[src/core/sro_pkg.sv]
package sro_pkg;

  // ----------------------------------------------------------------
  // Register map
  // ----------------------------------------------------------------
  localparam logic [7:0] SRO_FLAG_REG_ADDR = 8'h86;
  localparam int SRO_CAUSE_UP_BIT = 7;
  localparam int SRO_CAUSE_LO_BIT = 6;
  localparam int SRO_LV_HIGH_BIT = 5;
  localparam int SRO_LV_MID_BIT = 4;
  localparam int SRO_ALU_MSB = 2;
  localparam logic [2:0] SRO_ALU_RST = 3'h0;
  localparam logic [7:0] SRO_RD_IDLE = 8'h00;

  // Reset cause codes held in the two status bits
  localparam logic [1:0] SRO_CAUSE_WDT = 2'h0;
  localparam logic [1:0] SRO_CAUSE_POR = 2'h2;
  localparam logic [1:0] SRO_CAUSE_EXT = 2'h3;

  // ----------------------------------------------------------------
  // Factory option encodings
  // ----------------------------------------------------------------
  localparam logic [1:0] SRO_HCLK_PLL = 2'h0;
  localparam logic [1:0] SRO_HCLK_RC = 2'h1;
  localparam logic [1:0] SRO_HCLK_X12 = 2'h2;
  localparam logic [1:0] SRO_HCLK_X4 = 2'h3;
  localparam logic SRO_LCLK_XTAL = 1'b0;
  localparam logic SRO_LCLK_RC = 1'b1;
  localparam logic [1:0] SRO_WDT_OFF = 2'h0;
  localparam logic [1:0] SRO_WDT_EN = 2'h1;
  localparam logic [1:0] SRO_WDT_ON = 2'h2;
  localparam logic [1:0] SRO_LVD_L = 2'h0;
  localparam logic [1:0] SRO_LVD_M = 2'h1;
  localparam logic [1:0] SRO_LVD_H = 2'h2;
  localparam logic [1:0] SRO_LVD_MAX = 2'h3;
  localparam logic SRO_PIN_RESET = 1'b0;
  localparam logic SRO_PIN_INPUT = 1'b1;
  // Normal-mode divider select: 0../1 .. 4../16
  localparam logic [2:0] SRO_FCPU_MAX_SEL = 3'h4;

  // ----------------------------------------------------------------
  // Timing
  // ----------------------------------------------------------------
  localparam int SRO_CLK_MHZ = 25;
  localparam int SRO_POWER_WAIT_US = 100;
  localparam int SRO_POWER_WAIT_CYC = SRO_POWER_WAIT_US * SRO_CLK_MHZ;
  localparam int SRO_RC_WARM_US = 2;
  localparam int SRO_RC_WARM_CYC = SRO_RC_WARM_US * SRO_CLK_MHZ;
  localparam int SRO_XTAL_WARM_US = 2000;
  // Fast clock cycles per slow oscillator period, about 32 kHz
  localparam int SRO_SLOW_DIV_CYC = 763;
  localparam logic [3:0] SRO_SLOW_FCPU_DIV = 4'h4;
  localparam int SRO_CNT_W = 17;

  typedef enum logic [2:0] {
    SRO_ST_POWER,
    SRO_ST_PIN,
    SRO_ST_INIT,
    SRO_ST_WARM,
    SRO_ST_RUN
  } sro_state_type;

endpackage : sro_pkg

[src/core/sro_cpu_div.sv]
`timescale 1ns/100ps
`default_nettype none
module sro_cpu_div
  import sro_pkg::*;
(
  input wire logic ref_clk,
  input wire logic srst,
  input wire logic slow_mode,
  input wire logic [2:0] fcpu_sel,
  input wire logic slow_tick,
  output logic cyc_tick
);

  logic [3:0] cnt_r;
  logic [3:0] limit;
  logic mode_q_r;

  // Out-of-range selects fall back to the slowest rate
  always_comb begin
    if (fcpu_sel > SRO_FCPU_MAX_SEL) begin
      limit = 4'hF;
    end else begin
      limit = 4'((5'h01 << fcpu_sel) - 5'h01);
    end
  end

  // ----------------------------------------------------------------
  // Instruction-cycle enable
  // ----------------------------------------------------------------
  // Mode change restarts the count so no short cycle leaks across
  always_ff @(posedge ref_clk) begin
    mode_q_r <= srst ? 1'b0 : slow_mode;
    if (srst || mode_q_r != slow_mode) begin
      cnt_r <= 4'h0;
      cyc_tick <= 1'b0;
    end else if (slow_mode) begin
      cyc_tick <= slow_tick && (cnt_r == SRO_SLOW_FCPU_DIV - 4'h1);
      if (slow_tick) begin
        cnt_r <= (cnt_r == SRO_SLOW_FCPU_DIV - 4'h1) ? 4'h0 : cnt_r + 4'h1;
      end
    end else begin
      cyc_tick <= (cnt_r >= limit);
      cnt_r <= (cnt_r >= limit) ? 4'h0 : cnt_r + 4'h1;
    end
  end

endmodule : sro_cpu_div
`default_nettype wire

[src/core/sro_reset_ctrl.sv]
// What this block does
// - Reset on power-on, watchdog overflow, brown-out, or enabled external pin.
// - Reset restores registers, halts execution, clears PC; fetch restarts at zero.
// - Cause bits 7:6 read 00 watchdog, 10 power/low-voltage, 11 external pin.
// - Power-on waits for a stable supply before the next step.
// - With pin reset enabled, hold reset while the pin is low.
// - After source step: initialise, oscillator warm-up, then execute.
// - Watchdog overflow resets, then initialise, warm-up and execute again.
// - Warm-up is short for RC oscillator, longer for crystal.
// - In reset-pin mode a falling pin edge resets the system.
// - Input-only pin option disables external reset; pin is plain input.
// - Slow mode runs instruction cycle at slow clock over four.
// - Instruction-rate option applies only to normal fast-clock mode.
// - Slow RC option drives slow clock on the slow output pin.
// - Fast RC option drives instruction clock on the fast output pin.
// - Internal PLL option turns fast output pin into bidirectional GPIO.
// - Security option blocks program memory readout.
// - PLL, slow crystal and watchdog on: no sleep, green mode still allowed.
// - Normal instruction cycle is fast clock over 1, 2, 4, 8 or 16.
// - Any low-voltage reset clears both low-voltage flags.
// - Always-on watchdog runs in power-down and green; enabled one stops.
`timescale 1ns/100ps
`default_nettype none
module sro_reset_ctrl
  import sro_pkg::*;
#(
  parameter int XTAL_WARM_CYC = SRO_XTAL_WARM_US * SRO_CLK_MHZ
) (
  input wire logic ref_clk,
  input wire logic srst,
  input wire logic power_good,
  input wire logic wdt_overflow,
  input wire logic lvd_reset,
  input wire logic lvd_mid_in,
  input wire logic lvd_high_in,
  input wire logic rst_pin_in,
  input wire logic [1:0] opt_high_clk,
  input wire logic opt_low_clk,
  input wire logic [2:0] opt_fcpu,
  input wire logic [1:0] opt_wdt,
  input wire logic opt_reset_pin,
  input wire logic opt_security,
  input wire logic [1:0] opt_lvd,
  input wire logic slow_mode,
  input wire logic power_down_mode,
  input wire logic green_mode,
  input wire logic gpio_out,
  input wire logic gpio_oe,
  input wire logic fast_osc_out_pin_i,
  input wire logic rom_dump_req,
  input wire logic [7:0] addr,
  input wire logic [7:0] wr_data,
  input wire logic wr_en,
  input wire logic rd_en,
  output logic [7:0] rd_data,
  output logic core_rst,
  output logic regs_init,
  output logic fetch_go,
  output logic fcpu_tick,
  output logic wdt_run,
  output logic sleep_allowed,
  output logic green_allowed,
  output logic rom_dump_grant,
  output logic fast_osc_out_pin_o,
  output logic fast_osc_out_pin_oe,
  output logic slow_osc_out_pin_o,
  output logic slow_osc_out_pin_oe,
  output logic gpio_in,
  output logic gpi_pin_in
);

  sro_state_type st_r;
  sro_state_type st_nxt;
  logic [SRO_CNT_W-1:0] cnt_r;
  logic pin_s1_r;
  logic pin_s2_r;
  logic pin_s3_r;
  logic pin_fall;
  logic pin_rst_en;
  logic wdt_hit;
  logic [1:0] cause_r;
  logic lv_mid_r;
  logic lv_high_r;
  logic [2:0] alu_r;
  logic [9:0] slow_cnt_r;
  logic slow_tick_r;
  logic cyc_tick;
  logic flag_reg_sel;
  logic [SRO_CNT_W-1:0] warm_cyc;

  // ----------------------------------------------------------------
  // Reset pin input
  // ----------------------------------------------------------------
  // Two-flop synchroniser, edge seen only between stages two and three
  always_ff @(posedge ref_clk) begin
    if (srst) begin
      pin_s1_r <= 1'b1;
      pin_s2_r <= 1'b1;
      pin_s3_r <= 1'b1;
    end else begin
      pin_s1_r <= rst_pin_in;
      pin_s2_r <= pin_s1_r;
      pin_s3_r <= pin_s2_r;
    end
  end

  assign pin_rst_en = (opt_reset_pin == SRO_PIN_RESET);
  assign pin_fall = pin_rst_en && pin_s3_r && !pin_s2_r;
  assign wdt_hit = wdt_overflow && (opt_wdt != SRO_WDT_OFF) && (st_r == SRO_ST_RUN);

  always_ff @(posedge ref_clk) begin
    gpi_pin_in <= srst ? 1'b1 : (!pin_rst_en && pin_s2_r);
  end

  // ----------------------------------------------------------------
  // Reset sequence
  // ----------------------------------------------------------------
  assign warm_cyc = (opt_high_clk == SRO_HCLK_RC) ? SRO_CNT_W'(SRO_RC_WARM_CYC)
                                                  : SRO_CNT_W'(XTAL_WARM_CYC);

  // Brown-out outranks watchdog, watchdog outranks pin edge
  always_comb begin
    st_nxt = st_r;
    if (lvd_reset) begin
      st_nxt = SRO_ST_POWER;
    end else if (wdt_hit) begin
      st_nxt = SRO_ST_INIT;
    end else if (pin_fall && st_r != SRO_ST_POWER) begin
      st_nxt = SRO_ST_PIN;
    end else begin
      unique case (st_r)
        SRO_ST_POWER: begin
          if (power_good && cnt_r == '0) begin
            st_nxt = SRO_ST_PIN;
          end
        end
        SRO_ST_PIN: begin
          if (!pin_rst_en || pin_s2_r) begin
            st_nxt = SRO_ST_INIT;
          end
        end
        SRO_ST_INIT: begin
          st_nxt = SRO_ST_WARM;
        end
        SRO_ST_WARM: begin
          if (cnt_r == '0) begin
            st_nxt = SRO_ST_RUN;
          end
        end
        SRO_ST_RUN: begin
          st_nxt = SRO_ST_RUN;
        end
      endcase
    end
  end

  always_ff @(posedge ref_clk) begin
    if (srst) begin
      st_r <= SRO_ST_POWER;
    end else begin
      st_r <= st_nxt;
    end
  end

  // Supply must stay good for the whole wait; a dip restarts it
  always_ff @(posedge ref_clk) begin
    if (srst) begin
      cnt_r <= SRO_CNT_W'(SRO_POWER_WAIT_CYC - 1);
    end else if (st_nxt == SRO_ST_POWER && (st_r != SRO_ST_POWER || !power_good)) begin
      cnt_r <= SRO_CNT_W'(SRO_POWER_WAIT_CYC - 1);
    end else if (st_nxt == SRO_ST_WARM && st_r != SRO_ST_WARM) begin
      cnt_r <= warm_cyc - SRO_CNT_W'(1);
    end else if (cnt_r != '0) begin
      cnt_r <= cnt_r - SRO_CNT_W'(1);
    end
  end

  // Internal reset released only on the clock, never straight from a pin
  always_ff @(posedge ref_clk) begin
    if (srst) begin
      core_rst <= 1'b1;
      regs_init <= 1'b0;
      fetch_go <= 1'b0;
    end else begin
      core_rst <= (st_nxt != SRO_ST_RUN);
      regs_init <= (st_nxt == SRO_ST_INIT);
      fetch_go <= (st_nxt == SRO_ST_RUN) && (st_r != SRO_ST_RUN);
    end
  end

  // ----------------------------------------------------------------
  // Status register
  // ----------------------------------------------------------------
  assign flag_reg_sel = (addr == SRO_FLAG_REG_ADDR);

  // Hardware cause update wins over a same-cycle software write
  always_ff @(posedge ref_clk) begin
    if (srst || lvd_reset) begin
      cause_r <= SRO_CAUSE_POR;
    end else if (wdt_hit) begin
      cause_r <= SRO_CAUSE_WDT;
    end else if (pin_fall && st_r != SRO_ST_POWER) begin
      cause_r <= SRO_CAUSE_EXT;
    end else if (wr_en && flag_reg_sel) begin
      cause_r <= wr_data[SRO_CAUSE_UP_BIT:SRO_CAUSE_LO_BIT];
    end
  end

  always_ff @(posedge ref_clk) begin
    if (srst || lvd_reset) begin
      lv_mid_r <= 1'b0;
      lv_high_r <= 1'b0;
    end else begin
      lv_mid_r <= lvd_mid_in && (opt_lvd == SRO_LVD_M || opt_lvd == SRO_LVD_H);
      lv_high_r <= lvd_high_in && (opt_lvd == SRO_LVD_H);
    end
  end

  always_ff @(posedge ref_clk) begin
    if (srst || st_nxt == SRO_ST_INIT) begin
      alu_r <= SRO_ALU_RST;
    end else if (wr_en && flag_reg_sel) begin
      alu_r <= wr_data[SRO_ALU_MSB:0];
    end
  end

  always_ff @(posedge ref_clk) begin
    if (srst) begin
      rd_data <= SRO_RD_IDLE;
    end else if (rd_en && flag_reg_sel) begin
      rd_data <= {cause_r, lv_high_r, lv_mid_r, 1'b0, alu_r};
    end else begin
      rd_data <= SRO_RD_IDLE;
    end
  end

  // ----------------------------------------------------------------
  // Clocks and oscillator pins
  // ----------------------------------------------------------------
  always_ff @(posedge ref_clk) begin
    if (srst || slow_cnt_r == 10'(SRO_SLOW_DIV_CYC - 1)) begin
      slow_cnt_r <= 10'h000;
    end else begin
      slow_cnt_r <= slow_cnt_r + 10'h001;
    end
    slow_tick_r <= !srst && (slow_cnt_r == 10'(SRO_SLOW_DIV_CYC - 1));
  end

  sro_cpu_div u_div (
    .ref_clk(ref_clk),
    .srst(srst),
    .slow_mode(slow_mode),
    .fcpu_sel(opt_fcpu),
    .slow_tick(slow_tick_r),
    .cyc_tick(cyc_tick)
  );

  always_ff @(posedge ref_clk) begin
    fcpu_tick <= !srst && cyc_tick;
  end

  // Fast pin: instruction clock in RC, GPIO under PLL, idle for crystals
  always_ff @(posedge ref_clk) begin
    if (srst) begin
      fast_osc_out_pin_o <= 1'b0;
      fast_osc_out_pin_oe <= 1'b0;
      gpio_in <= 1'b0;
    end else begin
      gpio_in <= (opt_high_clk == SRO_HCLK_PLL) && fast_osc_out_pin_i;
      if (opt_high_clk == SRO_HCLK_RC) begin
        fast_osc_out_pin_oe <= 1'b1;
        fast_osc_out_pin_o <= cyc_tick ? !fast_osc_out_pin_o : fast_osc_out_pin_o;
      end else if (opt_high_clk == SRO_HCLK_PLL) begin
        fast_osc_out_pin_oe <= gpio_oe;
        fast_osc_out_pin_o <= gpio_out;
      end else begin
        fast_osc_out_pin_oe <= 1'b0;
        fast_osc_out_pin_o <= 1'b0;
      end
    end
  end

  always_ff @(posedge ref_clk) begin
    if (srst || opt_low_clk != SRO_LCLK_RC) begin
      slow_osc_out_pin_o <= 1'b0;
      slow_osc_out_pin_oe <= 1'b0;
    end else begin
      slow_osc_out_pin_oe <= 1'b1;
      slow_osc_out_pin_o <= slow_tick_r ? !slow_osc_out_pin_o : slow_osc_out_pin_o;
    end
  end

  // ----------------------------------------------------------------
  // Mode and protection gates
  // ----------------------------------------------------------------
  always_ff @(posedge ref_clk) begin
    if (srst) begin
      wdt_run <= 1'b0;
      sleep_allowed <= 1'b0;
      green_allowed <= 1'b0;
      rom_dump_grant <= 1'b0;
    end else begin
      wdt_run <= (opt_wdt == SRO_WDT_ON) ||
                 (opt_wdt == SRO_WDT_EN && !power_down_mode && !green_mode);
      sleep_allowed <= !((opt_high_clk == SRO_HCLK_PLL) && (opt_low_clk == SRO_LCLK_XTAL) &&
                         (opt_wdt != SRO_WDT_OFF));
      green_allowed <= 1'b1;
      rom_dump_grant <= rom_dump_req && !opt_security;
    end
  end
endmodule : sro_reset_ctrl
`default_nettype wire

[config.mk]
export PLATFORM = sky130hd
export DESIGN_NAME = sro_reset_ctrl
export DESIGN_NICKNAME = d
export VERILOG_FILES = /design/src/core/sro_pkg.sv /design/src/core/sro_cpu_div.sv /design/src/core/sro_reset_ctrl.sv
export SDC_FILE = /design/constraint.sdc
export NUM_CORES = 1
export LEC_CHECK = 0
export BUFFER_PORTS_ARGS = -buffer_cell sky130_fd_sc_hd__buf_2
export CAP_MARGIN = 20
export CORE_ASPECT_RATIO = 0.75
export CORE_MARGIN = 2
export CORE_UTILIZATION = 50
export CTS_BUF_LIST = sky130_fd_sc_hd__clkbuf_4
export CTS_CLUSTER_DIAMETER = 150
export DETAILED_ROUTE_END_ITERATION = 6
export PLACE_DENSITY = 0.82
export SETUP_SLACK_MARGIN = 0.2
export SLEW_MARGIN = 20
export SYNTH_ARGS = -nofsm -noshare
export SYNTH_HDL_FRONTEND = slang
export SYNTH_SLANG_ARGS = --single-unit
export TNS_END_PERCENT = 10
[constraint.sdc]
create_clock -name ref_clk -period 3.4 [get_ports ref_clk]
set_clock_uncertainty 0.1 [all_clocks]
set_input_delay 0.17 -clock ref_clk [delete_from_list [all_inputs] [get_ports ref_clk]]
set_output_delay 0.17 -clock ref_clk [all_outputs]
set_load 0.01 [all_outputs]
==> metrics <==
Initial Util 51.9%; Hold WS 36.7 ps; Seq cells post-synth 68; vias in the first global route 2,691; Max FO, Critical Path 5; detailed-route DRC error count 0; WL per Instance 13.4 um; peak supply drop 248 uV; register area share after synthesis 44.8%; Post-DP HPWL 5040 um; CP Cell Sequence or4_4 -> or3_4 -> o41a_1 -> a211oi_2 -> nand2b_4 -> a21oi_2 -> ha_2 -> nand4b_1 -> nor2_1 -> xor2_1 -> nand3_1 -> a21oi_1; Critical Path Source Type register; Yosys warning total 0; CP Capture Type register; initial antenna violation count 0; I/O pins 67; Syn Area/Cell 9.15 um2; clock sink count 68; CP peak stage delay 540 ps; unrepaired setup endpoints after global routing true; 1st-iter DRT viols 140; area leader, netlist dfxtp_1; Site Rows 24; pin count of the biggest net entering global routing 25; Flop pwr share 53.0%; final hold vios 0; Switch Pwr 0.372 mW; number of buffers and inverters on the critical path 0; CP Class reg2reg; CTS tree yes; ANT nets after route 0; 1st-pass router iterations 4; Final Power 1.55 mW; Mapped Nets 387; required time worst endpoint 3670 ps; grt total ovfl 0; layout cells sized above 1 28.2%; ys async rst share 0%; Clock Tree Root clkbuf_4; CP max stage cell or4_4; max-cap violations 0; Synth Cell Area 0.00304 mm2; area grow syn2layout 29.6%; CTS max path bufs 2; most frequent cells in the layout dfxtp_1 (65), buf_2 (62), nor2_1 (42), nand2_1 (24), dlygate4sd3_1 (23); die area 0.00672 mm2; Die W 94.0 um; commonest non-fill, non-tap cell in the layout dfxtp_1; WP data arrival 3630 ps; top-area cell type share of the netlist area 44.8%; top post-synthesis cells by area dfxtp_1 (45%), nor2_1 (5.3%), ha_1 (4.1%); Logic pwr share 7.7%; Via Count 2,766; CP delay by family, top simple AND/OR/NAND/NOR gates; Setup violations, final 0; Worst-Skew Late Latency 430 ps; Hold Path Class in2reg; final worst path period share 99.0%; P_int 1.17 mW; core area 0.00586 mm2; Max Fclk 297 MHz; CTS H-tree depth 3; outcome complete, no violations; Total GRT Usage 22.4%; FF+latch area 0.00137 mm2; Vert. Die Dim 71.5 um; nets 489; Primary FF master, synth dfxtp_1; Netlist cell types 55; # diodes 0; Power Density 393 mW/mm2; vias per cell 5.35; Post-synth EDFFs 0; Clock power frac 39.3%; Clock transition at path regs 110 ps; Leak 1.71 nW; filler instances 494; area occupied by multi-input gates 0.00164 mm2; Port Buffer Count 62; Syn Inst Count 332; first-pass GRT wire length 11,700 um; Total Wirelength 6950 um; fin. max-slew vios 0; Final GP Congestion 0.875; Min Clock Period, post-route 3370 ps; Switching Share 24.0%; Num CTS Buffers 9; R2R setup slack 30 ps
-- sequential cells by signal (all words and copies together), names as in the netlist, 2 cells and up --
register	flops
alu_r	3
cause_r	2
cnt_r	17
rd_data	7
slow_cnt_r	10
st_r	3
u_div.cnt_r	4
-- per-layer routing --
metal	wire length (um)	track usage, %	share of wire [%]	vias up
met5	0	0	0	-
met4	91	8.05	1.3	0
met3	503	7.89	7.2	10
met2	3210	36.2	46	100
met1	3150	27.9	45	1271
li1	-	-	-	1385
-- metrics by stage --
step                      setup slack [ps]  utilization (%)  instances  area [um2]  setup TNS (ps)
after floorplan                       29.9                -        332        3060               0
after global placement                53.1             59.7        475        3500               0
after detailed placement             -32.3             59.7        475        3500           -32.3
after CTS                              109             67.1        517        3930               0
after global routing                 -59.6             67.2        517        3940           -88.0
final                                 33.0             67.2        517        3940               0
-- worst min-delay path: stages --
cell,delay [ps]
buf_2,100
mux2i_1,130
a2111oi_0,120
-- repair_timing --
| item | in CTS | in global routing |
|---|---|---|
| gates resized for setup | 3 | 2 |
| hold endpoints to repair | 19 | 0 |
| setup buffers | 3 | 0 |
| setup endpoints to repair | 6 | 6 |
| pin swaps | 2 | 3 |
| hold buffers | 23 | 0 |
-- cells in the mapped netlist, types with 3 or more instances --
master	instances
nor3_1	17
xor2_1	13
a21oi_1	13
xnor2_1	8
inv_1	7
dfxtp_1	68
o211ai_1	4
clkbuf_1	3
nor2b_1	4
nand3_1	13
nand2_1	25
or2_2	8
nor2_1	43
nor4b_1	4
o21ai_0	9
nand2b_1	5
nor3b_1	3
nor4_1	9
and2_1	9
or3_1	3
ha_1	10
mux2i_1	9
and4_1	3
-- worst paths after layout --
path | from | cells after the start | end
setup / recovery | cnt_r[13] | 12 | cnt_r[14]
hold / removal | wr_data[6] | 3 | cause_r[0]
setup reg to reg | cnt_r[13] | 12 | cnt_r[14]
hold reg to reg | lv_high_r | 1 | rd_data[5]
-- power groups by stage --
stage	clock network [mW]	logic (mW)	registers [mW]
2_1_floorplan	0	0.0503	0.838
3_3_place_gp	0	0.0946	0.836
3_5_place_dp	0	0.100	0.837
4_1_cts	0.627	0.119	0.819
5_1_grt	0.656	0.132	0.821
6_report	0.608	0.119	0.819
-- cell families (layout without fill, tap and decap cells) --
family	after synthesis	after routing	synth area share [%]
AOI/OAI and AO/OA	49	49	11.5
xor gates and xnor gates	21	21	6.05
adders and majority gates	10	10	4.12
buffers and inverters	15	122	2.59
DFF	68	68	44.8
muxes	10	10	3.34
other	1	1	0.123
and+or+nand+nor	158	158	27.4
-- final cells by class --
type                            count  share of cell area [%]
Clock buffer                        9                    1.72
Clock inverter                      7                    2.51
Inverter                            7                   0.667
Multi-Input combinational cell    249                    41.6
Sequential cell                    68                    34.7
Tap cell                           78                    2.48
Timing Repair Buffer               99                    16.4
No activity file was read; power rests on OpenSTA's default activity.
